--- config.mk ---
export PLATFORM = sky130hd
export DESIGN_NAME = byte_arith_logic_decoder
export DESIGN_NICKNAME = d
export VERILOG_FILES = /design/src/rtl/arith_decode_pkg.sv /design/src/rtl/decode_bus_if.sv /design/src/rtl/byte_arith_logic_decoder.sv /design/src/rtl/opcode_decoder.sv
export SDC_FILE = /design/constraint.sdc
export NUM_CORES = 1
export LEC_CHECK = 0
export ABC_CLOCK_PERIOD_IN_PS = 10900
export BUFFER_PORTS_ARGS = -buffer_cell sky130_fd_sc_hd__buf_2
export CAP_MARGIN = 20
export CORE_ASPECT_RATIO = 0.75
export CORE_UTILIZATION = 30
export CTS_CLUSTER_DIAMETER = 100
export CTS_CLUSTER_SIZE = 8
export DETAILED_ROUTE_END_ITERATION = 10
export PLACE_DENSITY_LB_ADDON = 0.12
export SLEW_MARGIN = 20
export SYNTH_ARGS = -nofsm -noshare
export SYNTH_HDL_FRONTEND = slang
export SYNTH_SLANG_ARGS = --single-unit
--- constraint.sdc ---
create_clock -name SYS_CLK -period 10.9 [get_ports SYS_CLK]
set_input_delay 0 -clock SYS_CLK [delete_from_list [all_inputs] [get_ports SYS_CLK]]
set_output_delay 0 -clock SYS_CLK [all_outputs]
set_load 0.05 [all_outputs]
--- src/rtl/arith_decode_pkg.sv ---
package arith_decode_pkg;

  // Opcode bases and fixed opcodes of this instruction group
  localparam logic [7:0] OP_SUBTRACT_WITH_BORROW_IND   = 8'h96;
  localparam logic [7:0] OP_SUBTRACT_WITH_BORROW_IMM   = 8'h94;
  localparam logic [7:0] OP_INC_ACC    = 8'h04;
  localparam logic [7:0] OP_INC_BANK   = 8'h08;
  localparam logic [7:0] OP_INC_DIR    = 8'h05;
  localparam logic [7:0] OP_INC_IND    = 8'h06;
  localparam logic [7:0] OP_DEC_ACC    = 8'h14;
  localparam logic [7:0] OP_DEC_BANK   = 8'h18;
  localparam logic [7:0] OP_DEC_DIR    = 8'h15;
  localparam logic [7:0] OP_DEC_IND    = 8'h16;
  localparam logic [7:0] OP_INC_DATA_POINTER_16   = 8'ha3;
  localparam logic [7:0] OP_MUL        = 8'ha4;
  localparam logic [7:0] OP_DIV        = 8'h84;
  localparam logic [7:0] OP_DADJ       = 8'hd4;
  localparam logic [7:0] OP_AND_BANK   = 8'h58;
  localparam logic [7:0] OP_AND_IND    = 8'h56;
  localparam logic [7:0] OP_AND_DIR    = 8'h35;

  // Masks for opcode families
  localparam logic [7:0] MASK_BANK     = 8'hf8;
  localparam logic [7:0] MASK_IND      = 8'hfe;

  // Machine cycle counts per instruction class
  localparam logic [2:0] CYC_ONE       = 3'h1;
  localparam logic [2:0] CYC_TWO       = 3'h2;
  localparam logic [2:0] CYC_DATA_POINTER_16      = 3'h3;
  localparam logic [2:0] CYC_MULDIV    = 3'h5;

  // Bit positions of carry, auxiliary carry and overflow in the flag vector given to the block
  localparam int         CY_POS        = 7;
  localparam int         AC_POS        = 6;
  localparam int         OV_POS        = 2;

  // Operation classes
  typedef enum logic [3:0] {
    K_NONE, K_SUBTRACT_WITH_BORROW, K_INC, K_DEC, K_AND, K_INCDP, K_MUL, K_DIV, K_DADJ
  } op_kind_e;

  // Operand source
  typedef enum logic [2:0] {
    S_ACC, S_BANK, S_DIR, S_IND, S_IMM
  } op_src_e;

endpackage : arith_decode_pkg

--- src/rtl/decode_bus_if.sv ---
`timescale 1ns/100ps
`default_nettype none
// Decoded operation passed from the decoder to the executing datapath
interface decode_bus_if;
  arith_decode_pkg::op_kind_e kind;
  arith_decode_pkg::op_src_e  src;
  logic [2:0]                 sel;
  logic [2:0]                 cycles;
  logic                       two_byte;
  logic                       legal;
  modport dec (output kind, output src, output sel, output cycles, output two_byte,
               output legal);
  modport exe (input kind, input src, input sel, input cycles, input two_byte,
               input legal);
endinterface : decode_bus_if
`default_nettype wire

--- src/rtl/byte_arith_logic_decoder.sv ---
`timescale 1ns/100ps
`default_nettype none
// What this block does
// RULE_01 - 96/97: subtract indirect byte with borrow
// RULE_02 - 94: subtract immediate with borrow, two cycles
// RULE_03 - 04: increment accumulator, one cycle
// RULE_04 - 08-0F: increment selected bank register
// RULE_05 - 05: increment direct byte, two cycles
// RULE_06 - 06/07: increment indirect memory byte
// RULE_07 - 14: decrement accumulator, one cycle
// RULE_08 - 18-1F: decrement selected bank register
// RULE_09 - 15: decrement direct byte, two cycles
// RULE_10 - 16/17: decrement indirect memory byte
// RULE_11 - A3: increment data pointer, three cycles
// RULE_12 - A4: multiply accumulator by B, five cycles
// RULE_13 - 84: divide accumulator by B, five cycles
// RULE_14 - D4: decimal adjust accumulator, one cycle
// RULE_15 - 58-5F: AND bank register into accumulator
// RULE_16 - 56/57: AND indirect byte into accumulator
// RULE_17 - 35: AND direct byte, two bytes, two cycles
// RULE_18 - Wrap increments; carry left unchanged
// RULE_19 - Product/quotient to A, high/remainder to B
module byte_arith_logic_decoder (
  input  wire logic        SYS_CLK,
  input  wire logic        RESET,
  input  wire logic        OP_VALID,
  input  wire logic [7:0]  OPCODE,
  input  wire logic [7:0]  OPERAND,
  input  wire logic [7:0]  ACC_IN,
  input  wire logic [7:0]  AUX_IN,
  input  wire logic [7:0]  PSW_IN,
  input  wire logic [15:0] DATA_POINTER_16_IN,
  input  wire logic [7:0]  SRC_DATA,
  output logic             OP_READY,
  output logic             OP_ILLEGAL,
  output logic             SRC_REQ,
  output logic [2:0]       SRC_KIND,
  output logic [7:0]       SRC_ADDR,
  output logic             DONE,
  output logic             ACC_WE,
  output logic [7:0]       ACC_OUT,
  output logic             AUX_WE,
  output logic [7:0]       AUX_OUT,
  output logic             PSW_WE,
  output logic [7:0]       PSW_OUT,
  output logic             DATA_POINTER_16_WE,
  output logic [15:0]      DATA_POINTER_16_OUT,
  output logic             MEM_WE,
  output logic [2:0]       MEM_KIND,
  output logic [7:0]       MEM_ADDR,
  output logic [7:0]       MEM_DATA
);

  typedef enum logic [2:0] {
    ST_IDLE = 3'b001,
    ST_WAIT = 3'b010,
    ST_DONE = 3'b100
  } state_e;

  decode_bus_if dbus ();

  opcode_decoder u_dec (
    .opcode (OPCODE),
    .dbus   (dbus)
  );

  state_e                     state_q;
  logic [2:0]                 cnt_q;
  arith_decode_pkg::op_kind_e kind_q;
  arith_decode_pkg::op_src_e  src_q;
  logic [2:0]                 sel_q;
  logic [7:0]                 opnd_q;
  logic [7:0]                 acc_q;
  logic [7:0]                 aux_q;
  logic [7:0]                 psw_q;
  logic [15:0]                data_pointer_16_q;

  logic                       take;
  logic [7:0]                 src_val;
  logic [8:0]                 sub_full;
  logic [4:0]                 sub_low;
  logic [15:0]                prod;
  logic [7:0]                 r_acc;
  logic [7:0]                 r_aux;
  logic [7:0]                 r_psw;
  logic [7:0]                 r_mem;
  logic                       w_acc;
  logic                       w_aux;
  logic                       w_psw;
  logic                       w_mem;
  logic                       w_dp;

  // Decimal adjust after packed BCD addition
  function automatic logic [8:0] dec_adj(input logic [7:0] a, input logic cy, input logic ac);
    logic [8:0] t;
    t = {1'b0, a};
    if (t[3:0] > 4'h9 || ac) begin
      t = t + 9'h006;
    end
    if (t[8:4] > 5'h09 || cy) begin
      t = t + 9'h060;
    end
    dec_adj = {t[8] | cy, t[7:0]};
  endfunction : dec_adj

  // New opcode is taken only when idle
  assign OP_READY   = (state_q == ST_IDLE);
  assign take       = OP_READY && OP_VALID && dbus.legal;
  assign OP_ILLEGAL = OP_READY && OP_VALID && !dbus.legal;

  // Latch operands at issue so the datapath may change them meanwhile
  always_ff @(posedge SYS_CLK) begin
    if (RESET) begin
      kind_q <= arith_decode_pkg::K_NONE;
      src_q  <= arith_decode_pkg::S_ACC;
      sel_q  <= 3'h0;
      opnd_q <= 8'h00;
      acc_q  <= 8'h00;
      aux_q  <= 8'h00;
      psw_q  <= 8'h00;
      data_pointer_16_q <= 16'h0000;
    end else if (take) begin
      kind_q <= dbus.kind;
      src_q  <= dbus.src;
      sel_q  <= dbus.sel;
      opnd_q <= OPERAND;
      acc_q  <= ACC_IN;
      aux_q  <= AUX_IN;
      psw_q  <= PSW_IN;
      data_pointer_16_q <= DATA_POINTER_16_IN;
    end
  end

  // Cycle count sequencing; the ST_DONE cycle yields results
  always_ff @(posedge SYS_CLK) begin
    if (RESET) begin
      state_q <= ST_IDLE;
      cnt_q   <= 3'h0;
    end else begin
      unique case (state_q)
        ST_IDLE: begin
          if (take) begin
            cnt_q   <= dbus.cycles - 3'h1;
            state_q <= (dbus.cycles == arith_decode_pkg::CYC_ONE) ? ST_DONE : ST_WAIT;
          end
        end
        ST_WAIT: begin
          cnt_q <= cnt_q - 3'h1;
          if (cnt_q == 3'h1) begin
            state_q <= ST_DONE; // RULE_11 RULE_12 RULE_13
          end
        end
        ST_DONE: begin
          state_q <= ST_IDLE;
        end
      endcase
    end
  end

  // Source operand fetch request, held through the instruction
  assign SRC_REQ  = (state_q != ST_IDLE) && (src_q != arith_decode_pkg::S_ACC)
                    && (src_q != arith_decode_pkg::S_IMM);
  assign SRC_KIND = src_q;
  // Indirect forms name pointer 0 or 1 only, so the index is the opcode's low bit
  assign SRC_ADDR = (src_q == arith_decode_pkg::S_DIR) ? opnd_q
                  : (src_q == arith_decode_pkg::S_IND) ? {7'h00, sel_q[0]} // RULE_06
                  : {5'h00, sel_q};

  // Pick operand: immediate comes from the second byte, others from datapath
  always_comb begin
    unique case (src_q)
      arith_decode_pkg::S_ACC: src_val = acc_q;
      arith_decode_pkg::S_IMM: src_val = opnd_q; // RULE_02
      default:                 src_val = SRC_DATA;
    endcase
  end

  assign sub_full = {1'b0, acc_q} - {1'b0, src_val} - {8'h00, psw_q[arith_decode_pkg::CY_POS]};
  assign sub_low  = {1'b0, acc_q[3:0]} - {1'b0, src_val[3:0]}
                    - {4'h0, psw_q[arith_decode_pkg::CY_POS]};
  assign prod     = acc_q * aux_q;

  // Result computation; inc/dec wrap and never touch carry
  always_comb begin
    logic [8:0] da;
    da    = dec_adj(acc_q, psw_q[arith_decode_pkg::CY_POS], psw_q[arith_decode_pkg::AC_POS]);
    r_acc = acc_q;
    r_aux = aux_q;
    r_psw = psw_q;
    r_mem = src_val;
    w_acc = 1'b0;
    w_aux = 1'b0;
    w_psw = 1'b0;
    w_mem = 1'b0;
    w_dp  = 1'b0;
    unique case (kind_q)
      arith_decode_pkg::K_SUBTRACT_WITH_BORROW: begin
        r_acc = sub_full[7:0]; // RULE_01
        r_psw[arith_decode_pkg::CY_POS] = sub_full[8];
        r_psw[arith_decode_pkg::AC_POS] = sub_low[4];
        r_psw[arith_decode_pkg::OV_POS] = (acc_q[7] ^ src_val[7]) & (acc_q[7] ^ sub_full[7]);
        w_acc = 1'b1;
        w_psw = 1'b1;
      end
      arith_decode_pkg::K_INC, arith_decode_pkg::K_DEC: begin
        // 8-bit wrap; flags are left alone
        r_mem = (kind_q == arith_decode_pkg::K_INC) ? src_val + 8'h01
                                                     : src_val - 8'h01; // RULE_18
        if (src_q == arith_decode_pkg::S_ACC) begin
          r_acc = r_mem; // RULE_03 RULE_07
          w_acc = 1'b1;
        end else begin
          w_mem = 1'b1; // RULE_04 RULE_05 RULE_06 RULE_08 RULE_09 RULE_10
        end
      end
      arith_decode_pkg::K_AND: begin
        r_acc = acc_q & src_val; // RULE_15 RULE_16 RULE_17
        w_acc = 1'b1;
      end
      arith_decode_pkg::K_INCDP: begin
        w_dp = 1'b1; // RULE_11
      end
      arith_decode_pkg::K_MUL: begin
        r_acc = prod[7:0]; // RULE_12 RULE_19
        r_aux = prod[15:8];
        r_psw[arith_decode_pkg::CY_POS] = 1'b0;
        r_psw[arith_decode_pkg::OV_POS] = (prod[15:8] != 8'h00);
        w_acc = 1'b1;
        w_aux = 1'b1;
        w_psw = 1'b1;
      end
      arith_decode_pkg::K_DIV: begin
        // Divide by zero leaves A and B undefined in spirit; we keep them and flag overflow
        r_psw[arith_decode_pkg::CY_POS] = 1'b0;
        r_psw[arith_decode_pkg::OV_POS] = (aux_q == 8'h00);
        if (aux_q != 8'h00) begin
          r_acc = acc_q / aux_q; // RULE_13 RULE_19
          r_aux = acc_q % aux_q;
          w_acc = 1'b1;
          w_aux = 1'b1;
        end
        w_psw = 1'b1;
      end
      arith_decode_pkg::K_DADJ: begin
        r_acc = da[7:0]; // RULE_14
        r_psw[arith_decode_pkg::CY_POS] = da[8];
        w_acc = 1'b1;
        w_psw = 1'b1;
      end
      default: begin
        r_acc = acc_q;
      end
    endcase
  end

  // Registered results, write strobes are one-cycle pulses
  always_ff @(posedge SYS_CLK) begin
    if (RESET) begin
      DONE     <= 1'b0;
      ACC_WE   <= 1'b0;
      AUX_WE   <= 1'b0;
      PSW_WE   <= 1'b0;
      DATA_POINTER_16_WE  <= 1'b0;
      MEM_WE   <= 1'b0;
      ACC_OUT  <= 8'h00;
      AUX_OUT  <= 8'h00;
      PSW_OUT  <= 8'h00;
      DATA_POINTER_16_OUT <= 16'h0000;
      MEM_KIND <= 3'h0;
      MEM_ADDR <= 8'h00;
      MEM_DATA <= 8'h00;
    end else begin
      DONE    <= (state_q == ST_DONE);
      ACC_WE  <= (state_q == ST_DONE) && w_acc;
      AUX_WE  <= (state_q == ST_DONE) && w_aux;
      PSW_WE  <= (state_q == ST_DONE) && w_psw;
      DATA_POINTER_16_WE <= (state_q == ST_DONE) && w_dp;
      MEM_WE  <= (state_q == ST_DONE) && w_mem;
      if (state_q == ST_DONE) begin
        ACC_OUT  <= r_acc;
        AUX_OUT  <= r_aux;
        PSW_OUT  <= r_psw;
        DATA_POINTER_16_OUT <= data_pointer_16_q + 16'h0001; // RULE_18
        MEM_KIND <= src_q;
        MEM_ADDR <= SRC_ADDR;
        MEM_DATA <= r_mem;
      end
    end
  end

endmodule : byte_arith_logic_decoder
`default_nettype wire

--- src/rtl/opcode_decoder.sv ---
`timescale 1ns/100ps
`default_nettype none
module opcode_decoder (
  input  wire logic [7:0] opcode,
  decode_bus_if.dec       dbus
);

  // Compare an opcode against a family base under a mask
  function automatic logic fam(input logic [7:0] op, input logic [7:0] base,
                               input logic [7:0] mask);
    fam = ((op & mask) == base);
  endfunction : fam

  // Pure table lookup; one-byte ops default here
  always_comb begin
    dbus.kind     = arith_decode_pkg::K_NONE;
    dbus.src      = arith_decode_pkg::S_ACC;
    dbus.sel      = opcode[2:0];
    dbus.cycles   = arith_decode_pkg::CYC_ONE;
    dbus.two_byte = 1'b0;
    dbus.legal    = 1'b1;
    if (fam(opcode, arith_decode_pkg::OP_SUBTRACT_WITH_BORROW_IND, arith_decode_pkg::MASK_IND)) begin
      dbus.kind = arith_decode_pkg::K_SUBTRACT_WITH_BORROW; // RULE_01
      dbus.src  = arith_decode_pkg::S_IND;
    end else if (opcode == arith_decode_pkg::OP_SUBTRACT_WITH_BORROW_IMM) begin
      dbus.kind     = arith_decode_pkg::K_SUBTRACT_WITH_BORROW; // RULE_02
      dbus.src      = arith_decode_pkg::S_IMM;
      dbus.cycles   = arith_decode_pkg::CYC_TWO;
      dbus.two_byte = 1'b1;
    end else if (opcode == arith_decode_pkg::OP_INC_ACC) begin
      dbus.kind = arith_decode_pkg::K_INC; // RULE_03
    end else if (fam(opcode, arith_decode_pkg::OP_INC_BANK, arith_decode_pkg::MASK_BANK)) begin
      dbus.kind = arith_decode_pkg::K_INC; // RULE_04
      dbus.src  = arith_decode_pkg::S_BANK;
    end else if (opcode == arith_decode_pkg::OP_INC_DIR) begin
      dbus.kind     = arith_decode_pkg::K_INC; // RULE_05
      dbus.src      = arith_decode_pkg::S_DIR;
      dbus.cycles   = arith_decode_pkg::CYC_TWO;
      dbus.two_byte = 1'b1;
    end else if (fam(opcode, arith_decode_pkg::OP_INC_IND, arith_decode_pkg::MASK_IND)) begin
      dbus.kind = arith_decode_pkg::K_INC; // RULE_06
      dbus.src  = arith_decode_pkg::S_IND;
    end else if (opcode == arith_decode_pkg::OP_DEC_ACC) begin
      dbus.kind = arith_decode_pkg::K_DEC; // RULE_07
    end else if (fam(opcode, arith_decode_pkg::OP_DEC_BANK, arith_decode_pkg::MASK_BANK)) begin
      dbus.kind = arith_decode_pkg::K_DEC; // RULE_08
      dbus.src  = arith_decode_pkg::S_BANK;
    end else if (opcode == arith_decode_pkg::OP_DEC_DIR) begin
      dbus.kind     = arith_decode_pkg::K_DEC; // RULE_09
      dbus.src      = arith_decode_pkg::S_DIR;
      dbus.cycles   = arith_decode_pkg::CYC_TWO;
      dbus.two_byte = 1'b1;
    end else if (fam(opcode, arith_decode_pkg::OP_DEC_IND, arith_decode_pkg::MASK_IND)) begin
      dbus.kind = arith_decode_pkg::K_DEC; // RULE_10
      dbus.src  = arith_decode_pkg::S_IND;
    end else if (opcode == arith_decode_pkg::OP_INC_DATA_POINTER_16) begin
      dbus.kind   = arith_decode_pkg::K_INCDP; // RULE_11
      dbus.cycles = arith_decode_pkg::CYC_DATA_POINTER_16;
    end else if (opcode == arith_decode_pkg::OP_MUL) begin
      dbus.kind   = arith_decode_pkg::K_MUL; // RULE_12
      dbus.cycles = arith_decode_pkg::CYC_MULDIV;
    end else if (opcode == arith_decode_pkg::OP_DIV) begin
      dbus.kind   = arith_decode_pkg::K_DIV; // RULE_13
      dbus.cycles = arith_decode_pkg::CYC_MULDIV;
    end else if (opcode == arith_decode_pkg::OP_DADJ) begin
      dbus.kind = arith_decode_pkg::K_DADJ; // RULE_14
    end else if (fam(opcode, arith_decode_pkg::OP_AND_BANK, arith_decode_pkg::MASK_BANK)) begin
      dbus.kind = arith_decode_pkg::K_AND; // RULE_15
      dbus.src  = arith_decode_pkg::S_BANK;
    end else if (fam(opcode, arith_decode_pkg::OP_AND_IND, arith_decode_pkg::MASK_IND)) begin
      dbus.kind = arith_decode_pkg::K_AND; // RULE_16
      dbus.src  = arith_decode_pkg::S_IND;
    end else if (opcode == arith_decode_pkg::OP_AND_DIR) begin
      dbus.kind     = arith_decode_pkg::K_AND; // RULE_17
      dbus.src      = arith_decode_pkg::S_DIR;
      dbus.cycles   = arith_decode_pkg::CYC_TWO;
      dbus.two_byte = 1'b1;
    end else begin
      dbus.legal = 1'b0;
    end
  end

endmodule : opcode_decoder
`default_nettype wire

# Word-level counts from Yosys, hierarchy flattened

Index checks and enable logic that the tools add are counted.
W data, S select, Z words.

Register bits after elaboration: 129
Input bits: 67
Output and inout port bits: 79
Word-level logic and storage cells: 203

$add $sub $neg: 11
Multipliers: 1
Divide/modulo/power cells: 2
$lt $le $gt $ge: 2
Equal/unequal tests: 37
Mux-type cells: 97
Bitwise gates (word level): 5
Reduce and logical (&&, ||, !) cells: 25

Operators with widths:

| operator                | number |
|---|---|
| $mux W3                 | 38 |
| $mux W4                 | 16 |
| $mux W8                 | 6 |
| $pmux W8 S6             | 1 |
| $eq A8 B8 Y1 const B    | 5 |
| $pmux W8 S2             | 2 |
| $mux W1                 | 24 |
| $mux W9                 | 2 |
| $add A16 B1 Y16 const B | 1 |
| $eq A4 B3 Y1 const B    | 4 |
| $eq A8 B3 Y1 const B    | 2 |
| $eq A8 B5 Y1 const B    | 2 |
| $mul A8 B8 Y16          | 1 |
| $reduce_bool A8 Y1      | 2 |
| $logic_and A1 B1 Y1     | 10 |
| $add A8 B3 Y9 const B   | 1 |
| $add A9 B7 Y9 const B   | 1 |
| $eq A3 B1 Y1 const B    | 3 |
| $eq A3 B2 Y1 const B    | 3 |
| $pmux W1 S3             | 3 |
| $pmux W3 S3             | 1 |
| $sub A8 B8 Y9           | 1 |
| $sub A9 B1 Y9           | 1 |
| $add A8 B1 Y8 const B   | 1 |
| 40 further kinds        | 49 |

# Logic depth before layout (Yosys ltp)

Gate-level depths: netlist (run 1).

Depth in word-level cells: 22
Gate-level depth with buffers: 54
Depth with buffers taken out: 49

# By module

Synthesis (run 1) repeated with hierarchy kept, for this count alone.

Cells, all modules: 1500
Area, all modules: 11472.3 um2

By module, submodules not included:

| module                   | instances | cells an instance | area an instance (um2) | seq. area each (um2) |
|---|---|---|---|---|
| byte_arith_logic_decoder | 1         | 1439              | 11086.9                | 2582.5 |
| opcode_decoder           | 1         | 61                | 385.4                  | 0.0 |

# Worst setup path after synthesis (run 1)

No wires, ideal clock.

Kind: register to register
Start point: register aux_q[5]
End point: register AUX_OUT[6]
Setup time: 0.086 ns
Arrival time: 11.539 ns
Required time: 10.814 ns
Slack: -0.725 ns
Stages on the path, launching flop included: 52
Buffers on the path: 5
Period minus slack after synthesis: 11.625 ns
Cell sequence: dfxtp_1 buf_6 or4_4 or2_4 nor2_1 a21oi_1 a21oi_1 ha_1 or4b_2 o311a_1 o22a_2 ha_1 o21a_1 o21ai_0 mux2_4 ha_1 o211a_1 o21ai_0 [... 16 more ...] ha_1 or2_2 o32ai_1 o21ai_0 a41o_1 clkbuf_1 clkbuf_1 o21a_1 ha_1 o21a_1 o31a_1 nor3_1 o21ai_0 a21oi_1 buf_1 and2_1 a311oi_2 a211oi_1

Cells in the longest elaborated chain, start to end: 3
Elaborated cells on any way between the ends: 5
Those cells by class: 1 x mul; 1 x div; 2 x mux; 1 x reduce/logical

RTL lines:

| item                                                | line                                                             | text |
|---|---|---|
| start, declared                                     | byte_arith_logic_decoder.sv:74                                   | `logic [7:0] aux_q;` |
| start signal, assigned                              | byte_arith_logic_decoder.sv:119                                  | `aux_q <= 8'h00;` |
| start signal, assigned                              | byte_arith_logic_decoder.sv:128                                  | `aux_q <= AUX_IN;` |
| $mod A8 B8 Y8 or $reduce_bool A8 Y1 (tied branches) | byte_arith_logic_decoder.sv:238, byte_arith_logic_decoder.sv:236 |  |
| $mux W8                                             | byte_arith_logic_decoder.sv:236                                  | `if (aux_q != 8'h00) begin` |
| $pmux W8 S2 (*)                                     | byte_arith_logic_decoder.sv:196                                  | `unique case (kind_q)` |
| end signal, assigned                                | byte_arith_logic_decoder.sv:281                                  | `AUX_OUT <= r_aux;` |
| end, declared                                       | byte_arith_logic_decoder.sv:43                                   | `output logic [7:0] AUX_OUT,` |

Mark *: on every way between the ends. The rest lies on a longest branch, timed or not.
A chain may end at the register's enable or synchronous reset.

# Final worst setup path (run 1)

Start point: register aux_q[6]
End point: register AUX_OUT[2]

Same word-level chain as after synthesis.

==> key figures, run 1 <==
Outcome
  – Status: completed

Final layout
  – Finished Core Util: 0.399
  – Final instance area: between 10000 and 15000 sq um
  – Final Net Count: ~1900
  – Layout cell share with drive strength beyond 1: 0.220
  – Multi-input logic area: 7990 sq um
  – Fill count: 3778
  – Area added between synthesis and finish: 30.9%
  – Biggest regs: DATA_POINTER_16_OUT: 16 flops, data_pointer_16_q: 16 flops
  – Seq. cell area: 2580 sq um

Synthesis
  – Largest area contributor in the netlist: dfxtp_1
  – Synth area leaders: dfxtp_1 24%, ha_1 13%, fa_1 7.3%, nand2_1 7.2%, a21oi_1 5.4%
  – Post-synth top area share: 0.236
  – Mapped Nets: between 1500 and 2000
  – Mapped Area: 10900 sq um
  – Synth cell types: 77
  – EDFF count, synth: 0
  – Sequential area share after synthesis: 0.236
  – Most frequent cell after synthesis: nand2_1
  – Prevailing post-synth register cell: dfxtp_1
  – Mean Syn Cell Area: 7.79 sq um
  – Flops & latches, synth: 129
  – Ys Warns: 0
  – Asr flop ratio synth: 0
  – Syn Inst Count: 1404
  – Most common library cells after synthesis: 209 x nand2_1, 130 x nor2_1, 129 x dfxtp_1

STA
  – Final setup viols: 0
  – Slew HR: 0.309
  – Clk_skew: 0.0203 ns
  – Tightest Pin Transition: ~1.0 ns
  – Final hold slack: 0.0608 ns
  – Final Max Tran Viols: 0
  – Post-route minimum period: 10.49 ns
  – Final hold vios: 0
  – Fmax: 95.4 MHz
  – Final worst-path cycle share: 0.962

Routing
  – Antenna Nets Post-Route: 0
  – DR vias: 11200
  – Residual DRC: 0
  – Drt pass-1 iters: 6
  – WL/cell: 19.8 um
  – Routed wire length: 42300 um
  – Starting DRT DRC Count: roughly 910
  – Via density: 5.22

Run
  – MaxCap Viol Count: 0

Power and ir drop
  – Switching share of power: 0.442
  – Psw: 0.00284 W
  – Combinational share of power: 0.824
  – PwrDens: 448 nW/um^2
  – Pleak: 6.28 nW
  – Power share of the clock group: 0.097
  – VDD IR max: ~0.57 mV
  – P_int: 0.00359 W
  – Reg power frac: 0.079

Setup path
  – RR Endpoint: AUX_OUT[2]$_SDFFE_PP0P_
  – Worst Path Max Fanout: 6
  – Crit Path Class: flop to flop
  – Startpoint Class: flop
  – CP most frequent cell: buf_4
  – Worst R2R Setup Slack: a little over 0.4 ns
  – Worst R2R Path Depth: 48
  – Worst EP arrival: 10.84 ns
  – Critical R2R Launch: aux_q[6]$_SDFFE_PP0P_
  – Setup crit end kind: flop
  – Worst EP required: between 10 and 15 ns
  – Max stage delay cell, worst path: or4_4
  – Slowest stage delay, CP: 0.55 ns

Floorplanning
  – Io pins: 146
  – Initial core utilization: 0.305
  – Cell Rows: 60
  – CORE AREA: approximately 36000 sq um
  – Die area: 37200 sq um
  – Die X: 222 um
  – Die Span Y: about 170 um

Place
  – DP Area: 12700 sq um
  – Post-DP HPWL: between 30000 and 40000 um
  – Buffers on Ports: ~150
  – Gpl congestion: around 0.93

Min path
  – Hold WC Path Type: input pin to flop
  – Hold path depth: 3
  – Hold Path Sink: SRC_KIND[2]$_SDFFE_PP0P_
  – Min-delay src: OPCODE[5]

Global route
  – Vias in the first global route: between 10000 and 15000
  – Initial antenna violation count: 2
  – Tot GR Track Use: 0.224
  – First-pass GRT wire length: 63800 um
  – Total gr overflow: 0
  – Largest net degree at the start of global routing: 65

Clock tree
  – Root buffer cell: clkbuf_16
  – H-tree levels: 4
  – CTS Sinks: 129
  – Clock buffer depth: 2
  – Clk Latency, worst-skew pair: 0.45 ns
  – Worst-path clk slew: 0.06 ns
  – CTS tree: yes
  – CTS buffer count: 17
## cell usage in the layout, fill, tap and decap left out, drive strengths merged, types with 5 or more instances in the layout
master / count
buf: 263
nand2: 209
nor2: 130
dfxtp: 129
a21oi: 119
ha: 111
inv: 101
o21ai: 69
dlygate4sd3: 51
fa: 40
xnor2: 39
nor3: 30
a211oi: 29
xor2: 26
mux2i: 25
clkbuf: 22
nand3: 18
a21o: 15
a221oi: 15
o21a: 15
nor2b: 15
a311oi: 14
nand2b: 12
mux2: 12
or3: 10
and2: 10
and3: 9
o22ai: 8
nor4: 8
or2: 8
clkinv: 8
o211ai: 7
a31oi: 7
nand3b: 5
o21bai: 5
nor4b: 5
o221ai: 5
nor3b: 5
a2111oi: 5
## through the flow
stage | instances | TNS (ns) | total power [W] | setup slack, ns
final | 2141 | 0 | 0.00642 | 0.413
after floorplan | 1404 | 0 | 0.00310 | 0.0323
after global routing | 2139 | -0.125 | 0.00684 | -0.0461
after CTS | 2123 | 0 | 0.00546 | 0.000440
after global placement | 2038 | 0 | 0.00465 | 0.0159
after detailed placement | 2038 | -1.82 | 0.00459 | -0.286
## per-layer routing
| metal | vias up | part of all wire | GRT usage |
|---|---|---|---|
| met4 | 0 | 0.022 | 0.0612 |
| met2 | 362 | 0.39 | 0.304 |
| met1 | 5312 | 0.51 | 0.341 |
| met3 | 62 | 0.078 | 0.0583 |
| met5 | - | 0 | 0 |
| li1 | 5432 | - | - |
## power groups by stage
stage | clock, W | combinational, W | sequential (W)
4_1_cts | 0.000632 | 0.00432 | 0.000510
5_1_grt | 0.000652 | 0.00567 | 0.000513
2_1_floorplan | 0 | 0.00255 | 0.000552
3_3_place_gp | 0 | 0.00413 | 0.000520
3_5_place_dp | 0 | 0.00407 | 0.000521
6_report | 0.000621 | 0.00529 | 0.000510
## what timing repair did
action / CTS / global route
endpoints found under the hold margin: 51 / 0
buffers inserted: 4 / 16
hold buffers: 51 / 0
endpoints found under the setup margin: 9 / 9
gates resized for setup: 17 / 49
pin swaps: 8 / 31
## cells by family (layout without fill, tap and decap cells)
group	Yosys count	in the layout	share of synthesized area
other	0	2	0
xor gates and xnor gates	66	66	0.0541
muxes	37	37	0.0363
AOI/OAI and AO/OA	352	352	0.207
buffers and inverters	180	450	0.0639
adders and majority gates	151	151	0.200
and+or+nand+nor	489	489	0.202
DFF	129	129	0.236
## critical path: cells and delay by family (launching register included)
family	cells	cell delay (ns)
DFF	1	0.32
and+or+nand+nor	9	2.62
AOI/OAI and AO/OA	22	3.66
muxes	3	0.90
buffers and inverters	7	0.97
adders and majority gates	7	1.90
## how the worst max path moves through the flow
| stage | startpoint | endpoint | slack (ns) | depth (start not counted) |
|---|---|---|---|---|
| 6_report | aux_q[6]$_SDFFE_PP0P_ | AUX_OUT[2]$_SDFFE_PP0P_ | 0.41 | 48 |
| 2_1_floorplan | aux_q[5]$_SDFFE_PP0P_ | AUX_OUT[6]$_SDFFE_PP0P_ | 0.03 | 49 |
| 3_3_place_gp | aux_q[7]$_SDFFE_PP0P_ | AUX_OUT[2]$_SDFFE_PP0P_ | 0.02 | 49 |
| 3_5_place_dp | aux_q[7]$_SDFFE_PP0P_ | AUX_OUT[2]$_SDFFE_PP0P_ | -0.29 | 49 |
| 4_1_cts | aux_q[7]$_SDFFE_PP0P_ | AUX_OUT[2]$_SDFFE_PP0P_ | 0.0004 | 48 |
| 5_1_grt | aux_q[6]$_SDFFE_PP0P_ | AUX_OUT[7]$_SDFFE_PP0P_ | -0.05 | 52 |
## final cells by class
cell class | count | share of cell area
diodes | 2 | 0.000349
clock buffers | 22 | 0.0345
clock inverters | 8 | 0.00891
inverters | 106 | 0.0278
multi-input cells | 1095 | 0.558
flip-flops and latches | 129 | 0.180
well taps | 465 | 0.0406
repair buffers | 314 | 0.149
No activity file was read; power rests on OpenSTA's default activity.
==> inputs of run 2 (changes only) <==
Settings changed: CORE_ASPECT_RATIO 0.75 to unset.
==> run 2 against run 1 <==
Compared with the run above: the flow now finishes with violations (DRC); register-to-register slack lost 0.16 ns; clock skew shrank 0.00075 ns; combinational power shrank 5.3%; routed wire length shrank 5.3%; sequential power is essentially flat; global-route usage shrank 0.89 points; worst setup slack lost 0.16 ns; cell count shrank 0.65%; fmax shrank 1.5%; via count shrank 2.5%; clock-buffer cell count shrank 5; largest power group unchanged.
==> key figures, run 2 (synthesis results as in run 1) <==
Outcome
  – Status: finished, violations left (was completed)
  – Failing checks: DRC

Final layout
  – Final Instance Count excl. Fillers: 2127 (was 2141)
  – Layout cell share with drive strength beyond 1: 0.213 (was 0.220)
  – Finished Core Util: 0.396 (was 0.399)
  – Commonest non-fill, non-tap cell in the layout: nand2_1 (unchanged)
  – Final Net Count: 1870 (was 1881)
  – Commonest cells after routing, fill and taps aside: 209 x nand2_1, 144 x buf_2, 129 x dfxtp_1, 127 x nor2_1, 115 x a21oi_1 (was 209 x nand2_1, 144 x buf_2, 128 x dfxtp_1, 127 x nor2_1)
  – Area added between synthesis and finish: 29.5% (was 30.9%)
  – Biggest regs: DATA_POINTER_16_OUT: 16 flops, data_pointer_16_q: 16 flops (unchanged)
  – Fill count: 3817 (was 3778)

Global route
  – Total gr overflow: 0 (unchanged)
  – Vias in the first global route: 10500 (was 10700)
  – Tot GR Track Use: 0.215 (was 0.224)
  – First-pass GRT wire length: 60600 um (was 63800 um)
  – Largest net degree at the start of global routing: 63 (was 65)
  – Initial antenna violation count: 3 (was 2)

Place
  – Placed insts: 2028 (was 2038)
  – Gpl congestion: 0.883 (was 0.932)
  – Post-DP HPWL: 30200 um (was 31800 um)
  – Buffers on Ports: 145 (unchanged)

Routing
  – Antenna Nets Post-Route: 0 (unchanged)
  – Via density: 5.12 (was 5.22)
  – Starting DRT DRC Count: 658 (was 906)
  – Residual DRC: 14 (was 0)
  – Drt pass-1 iters: 8 (was 6)
  – WL/cell: 18.8 um (was 19.8 um)
  – DR vias: 10900 (was 11200)
  – Routed wire length: 40100 um (was 42300 um)

STA
  – Post-route minimum period: 10.65 ns (was 10.49 ns)
  – Final setup viols: 0 (unchanged)
  – TNS Setup: 0 ns (unchanged)
  – Final Max Tran Viols: 0 (unchanged)
  – Clk_skew: 0.0196 ns (was 0.0203 ns)
  – Final worst-path cycle share: 0.977 (was 0.962)
  – Tightest Pin Transition: 1.05 ns (was 1.04 ns)
  – Fmax: 93.9 MHz (was 95.4 MHz)
  – Slew HR: 0.297 (was 0.309)
  – Final hold vios: 0 (unchanged)

Setup path
  – Setup crit end kind: flop (unchanged)
  – WP buf/inv: 6 (was 7)
  – Slowest stage delay, CP: 0.67 ns (was 0.55 ns)
  – Startpoint Class: flop (unchanged)
  – Worst EP required: 11.23 ns (was 11.26 ns)
  – Crit path max-delay family: compound AO/OA/AOI/OAI gates (unchanged)
  – Worst Path Max Fanout: 9 (was 6)
  – Worst R2R Setup Slack: 0.25 ns (was 0.41 ns)
  – Worst EP arrival: 10.98 ns (was 10.84 ns)
  – Max stage delay cell, worst path: or4b_2 (was or4_4)
  – Crit Path Class: flop to flop (unchanged)

Min path
  – Hold WC Path Type: input pin to flop (unchanged)

Clock tree
  – Clock buffer depth: 2 (unchanged)
  – CTS tree: yes (unchanged)
  – Clk Latency, worst-skew pair: 0.45 ns (about the same)
  – Root buffer cell: clkbuf_16 (unchanged)
  – Worst-path clk slew: 0.06 ns (about the same)
  – H-tree levels: 4 (unchanged)
  – CTS buffer count: 17 (unchanged)
  – CTS Sinks: 129 (unchanged)

Run
  – MaxCap Viol Count: 0 (unchanged)

Power and ir drop
  – Pleak: 6.21 nW (was 6.28 nW)
  – Power Total: 0.00609 W (was 0.00642 W)
  – VDD IR max: 0.723 mV (was 0.573 mV)
  – PwrDens: 430 nW/um^2 (was 448 nW/um^2)

Floorplanning
  – Die Span Y: 193 um (was 167 um)
  – Die area: 37200 sq um (about the same)
  – Cell Rows: 69 (was 60)
  – Io pins: 146 (unchanged)
  – Initial core utilization: 0.306 (was 0.305)
  – Die X: 193 um (was 222 um)
  – CORE AREA: 35700 sq um (was 35900 sq um)
## run 2: final timing paths
kind	cells after the start	startpoint	endpoint
setup / recovery	48	aux_q[7]$_SDFFE_PP0P_	AUX_OUT[2]$_SDFFE_PP0P_
hold / removal	3	OPCODE[5]	SRC_KIND[2]$_SDFFE_PP0P_
setup reg to reg	48	aux_q[7]$_SDFFE_PP0P_	AUX_OUT[2]$_SDFFE_PP0P_
hold reg to reg	2	psw_q[5]$_SDFFE_PP0P_	PSW_OUT[5]$_SDFFE_PP0P_
## run 2: cell type report
cell class                      instances  area, sq um  area share
Clock buffer                           17          425      0.0300
Multi-Input combinational cell       1095         7970       0.563
Clock inverter                         15          149      0.0105
Sequential cell                       129         2580       0.182
Tap cell                              461          577      0.0407
Antenna cell                            1         2.50    0.000177
Timing Repair Buffer                  303         2050       0.145
Inverter                              106          398      0.0281
## run 2: power breakdown
group          total [W]  internal [W]  switching, W  leakage, nW
Combinational    0.00501       0.00257       0.00244         4.90
Sequential      0.000510      0.000492     0.0000179         1.04
Clock           0.000571      0.000320      0.000252        0.266
Total            0.00609       0.00338       0.00271         6.21
## run 2: per-layer routing
metal / track usage / vias to the layer above / wire, um
li1: - / 5395 / -
met5: 0 / - / 0
met1: 0.314 / 5163 / 19700
met2: 0.325 / 291 / 17600
met4: 0.0595 / 0 / 703
met3: 0.0346 / 37 / 2090
## run 2: tightest hold or removal path, stage by stage
cell     delay [ns]
buf_2          0.23
or4_1          0.16
a21oi_1        0.05
## run 2: timing repair
| item | in CTS | in global routing |
|---|---|---|
| gates resized for setup | 18 | 39 |
| buffers inserted | 5 | 10 |
| setup endpoints to repair | 9 | 9 |
| hold buffers | 51 | 0 |
| pin swaps | 12 | 25 |
| hold endpoints to repair | 51 | 0 |
## run 2: through the flow
step / worst slack (ns) / instance area (sq um) / hold WS, ns
finish: 0.251 / 14200 / 0.0525
global placement: -0.181 / 12700 / 0.238
CTS: 0.00131 / 13900 / 0.0167
global route: -0.176 / 14200 / 0.0590
detailed placement: -0.511 / 12700 / 0.244
floorplan: 0.0323 / 11000 / 0.136
==> inputs of run 3 (changes only) <==
Settings changed: SYNTH_HIERARCHICAL set to 1.
==> run 3 against run 2 <==
Compared with the run above: the flow now finishes without violations; critical path type unchanged; via count is 6.0% higher; synthesized cell count is 6.8% higher; global-route usage is 1.3 points higher; worst setup slack better by 0.22 ns; routed wire length is 9.4% higher; core utilization is 1.6 points lower; clock skew is 0.0027 ns lower; critical path depth is 1 lower; non-clock buffer count is 41 lower; die area is 4.8% higher; first-iteration DRC count is 3.2% higher; synthesized area is 4.9% higher.
==> key figures, run 3 <==
Outcome
  – Status: completed (was finished, violations left)

Synthesis
  – Prevailing post-synth register cell: dfxtp_1 (unchanged)
  – Post-synth top area share: 0.225 (was 0.236)
  – Mean Syn Cell Area: 7.65 sq um (was 7.79 sq um)
  – Largest area contributor in the netlist: dfxtp_1 (unchanged)
  – EDFF count, synth: 0 (unchanged)
  – Ys Warns: 6 (was 0)
  – Sequential area share after synthesis: 0.225 (was 0.236)
  – Mapped Nets: 1718 (was 1622)
  – Most frequent cell after synthesis: nand2_1 (unchanged)
  – Synth area leaders: dfxtp_1 23%, ha_1 12%, nand2_1 7.8%, fa_1 7.0%, a21oi_1 5.9% (was dfxtp_1 24%, ha_1 13%, fa_1 7.3%, nand2_1 7.2%, a21oi_1 5.4%)
  – Asr flop ratio synth: 0 (unchanged)
  – Flops & latches, synth: 129 (unchanged)
  – Mapped Area: 11500 sq um (was 10900 sq um)
  – Syn Inst Count: 1500 (was 1404)
  – Synth cell types: 102 (was 77)
  – Most common library cells after synthesis: 237 x nand2_1, 149 x nor2_1, 136 x a21oi_1 (was 209 x nand2_1, 130 x nor2_1, 129 x dfxtp_1)

Floorplanning
  – Die area: 39000 sq um (was 37200 sq um)
  – Die X: 198 um (was 193 um)
  – CORE AREA: 37700 sq um (was 35700 sq um)
  – Initial core utilization: 0.305 (was 0.306)
  – Die Span Y: 198 um (was 193 um)
  – Cell Rows: 71 (was 69)
  – Io pins: 146 (unchanged)

Final layout
  – Area added between synthesis and finish: 24.9% (was 29.5%)
  – Commonest non-fill, non-tap cell in the layout: nand2_1 (unchanged)
  – Final Net Count: 1916 (was 1870)
  – Layout cell share with drive strength beyond 1: 0.190 (was 0.213)
  – Biggest regs: DATA_POINTER_16_OUT: 16 flops, data_pointer_16_q: 16 flops (unchanged)
  – Commonest cells after routing, fill and taps aside: 236 x nand2_1, 148 x nor2_1, 144 x buf_2, 134 x a21oi_1, 129 x dfxtp_1 (was 209 x nand2_1, 144 x buf_2, 129 x dfxtp_1, 127 x nor2_1, 115 x a21oi_1)
  – Final Instance Count excl. Fillers: 2223 (was 2127)
  – Final instance area: 14300 sq um (was 14200 sq um)

Global route
  – Total gr overflow: 0 (unchanged)
  – Initial antenna violation count: 2 (was 3)
  – Tot GR Track Use: 0.228 (was 0.215)
  – Vias in the first global route: 11300 (was 10500)
  – Largest net degree at the start of global routing: 66 (was 63)
  – First-pass GRT wire length: 67500 um (was 60600 um)

STA
  – Final Max Tran Viols: 0 (unchanged)
  – Final hold slack: 0.0242 ns (was 0.0525 ns)
  – Clk_skew: 0.0169 ns (was 0.0196 ns)
  – Final setup viols: 0 (unchanged)
  – Post-route minimum period: 10.42 ns (was 10.65 ns)
  – Fmax: 95.9 MHz (was 93.9 MHz)
  – Final worst-path cycle share: 0.956 (was 0.977)
  – Final hold vios: 0 (unchanged)
  – Tightest Pin Transition: 1.10 ns (was 1.05 ns)
  – Slew HR: 0.263 (was 0.297)

Clock tree
  – Clk Latency, worst-skew pair: 0.44 ns (was 0.45 ns)
  – CTS tree: yes (unchanged)
  – CTS buffer count: 17 (unchanged)
  – CTS Sinks: 129 (unchanged)
  – Clock buffer depth: 2 (unchanged)
  – Worst-path clk slew: 0.07 ns (was 0.06 ns)
  – Root buffer cell: clkbuf_16 (unchanged)
  – H-tree levels: 4 (unchanged)

Routing
  – Routed wire length: 43800 um (was 40100 um)
  – WL/cell: 19.7 um (was 18.8 um)
  – DR vias: 11500 (was 10900)
  – Residual DRC: 0 (was 14)
  – Drt pass-1 iters: 5 (was 8)
  – Starting DRT DRC Count: 679 (was 658)
  – Antenna Nets Post-Route: 0 (unchanged)
  – Via density: 5.19 (was 5.12)

Setup path
  – Max stage delay cell, worst path: ha_2 (was or4b_2)
  – Worst Path Max Fanout: 10 (was 9)
  – Slowest stage delay, CP: 0.38 ns (was 0.67 ns)
  – Startpoint Class: flop (unchanged)
  – Worst EP required: 11.25 ns (was 11.23 ns)
  – Setup crit end kind: flop (unchanged)
  – Worst EP arrival: 10.77 ns (was 10.98 ns)
  – Crit Path Class: flop to flop (unchanged)

Place
  – Buffers on Ports: 145 (unchanged)
  – Post-DP HPWL: 32800 um (was 30200 um)
  – Gpl congestion: 0.919 (was 0.883)
  – DP Area: 12900 sq um (was 12700 sq um)
  – Placed insts: 2128 (was 2028)

Min path
  – Hold WC Path Type: input pin to flop (unchanged)

Run
  – MaxCap Viol Count: 0 (unchanged)
-- run 3: cell types whose count changed after synthesis, sizes merged, moves of 11 or more --
cell,previous run,this run
clkbuf,62,51
buf,12,32
nor2,130,152
nand2,209,238
nor3,30,42
a21oi,119,136
-- run 3: cell type report --
type                            count  area [sq um]
Sequential cell                   129          2580
Multi-Input combinational cell   1177          8340
Clock buffer                       18           439
Clock inverter                     14           166
Fill cell                        4033         23300
Tap cell                          511           639
Antenna cell                        1          2.50
Inverter                          111           417
Timing Repair Buffer              262          1750
-- run 3: stage by stage --
step	utilization	setup slack, ns	setup TNS [ns]
finish	0.380	0.475	0
CTS	0.373	0.0275	0
detailed placement	0.343	0.0787	0
global placement	0.343	0.192	0
global route	0.380	-0.0245	-0.0445
floorplan	-	0.338	0
-- run 3: what timing repair did --
item                                    in CTS  in global routing
resized for setup                            0                 43
hold buffers                                54                  0
buffers inserted                             0                  8
hold endpoints to repair                    54                  0
endpoints found under the setup margin       0                  9
-- run 3: cells by family (layout without fill, tap and decap cells) --
| family | Yosys count | in the layout | share of synthesized area |
|---|---|---|---|
| AOI/OAI and AO/OA | 387 | 387 | 0.229 |
| muxes | 24 | 24 | 0.0218 |
| other | 0 | 1 | 0 |
| DFF | 129 | 129 | 0.225 |
| buffers and inverters | 194 | 405 | 0.0682 |
| and+or+nand+nor | 563 | 563 | 0.224 |
| xor gates and xnor gates | 52 | 52 | 0.0409 |
| adders and majority gates | 151 | 151 | 0.191 |
-- run 3: final timing paths --
path | start | endpoint | slack (ns) | cells after the start
max | aux_q[1]$_SDFFE_PP0P_ | AUX_OUT[3]$_SDFFE_PP0P_ | 0.48 | 47
max reg2reg | aux_q[1]$_SDFFE_PP0P_ | AUX_OUT[3]$_SDFFE_PP0P_ | 0.48 | 47
min | OPCODE[3] | SRC_KIND[1]$_SDFFE_PP0P_ | 0.02 | 4
min reg2reg | psw_q[1]$_SDFFE_PP0P_ | PSW_OUT[1]$_SDFFE_PP0P_ | 0.45 | 2
-- run 3: worst max-delay path, delay by kind of cell, from the launching register on --
family	cells	cell delay, ns
AOI/OAI and AO/OA	23	4.81
adders and majority gates	7	2.13
and+or+nand+nor	8	1.32
buffers and inverters	6	0.91
muxes	3	0.87
DFF	1	0.32
-- run 3: per-layer routing --
metal  routed length (um)  GRT usage  share of wire
met5                   13          0        0.00030
met3                 1870     0.0362          0.043
met4                 1470     0.0890          0.033
met2                19800      0.364           0.45
met1                20700      0.306           0.47
Power of run 3 is left out: the tool's default activity adds up to more than one toggle a clock period on the data nets, which glitch-free logic cannot reach.
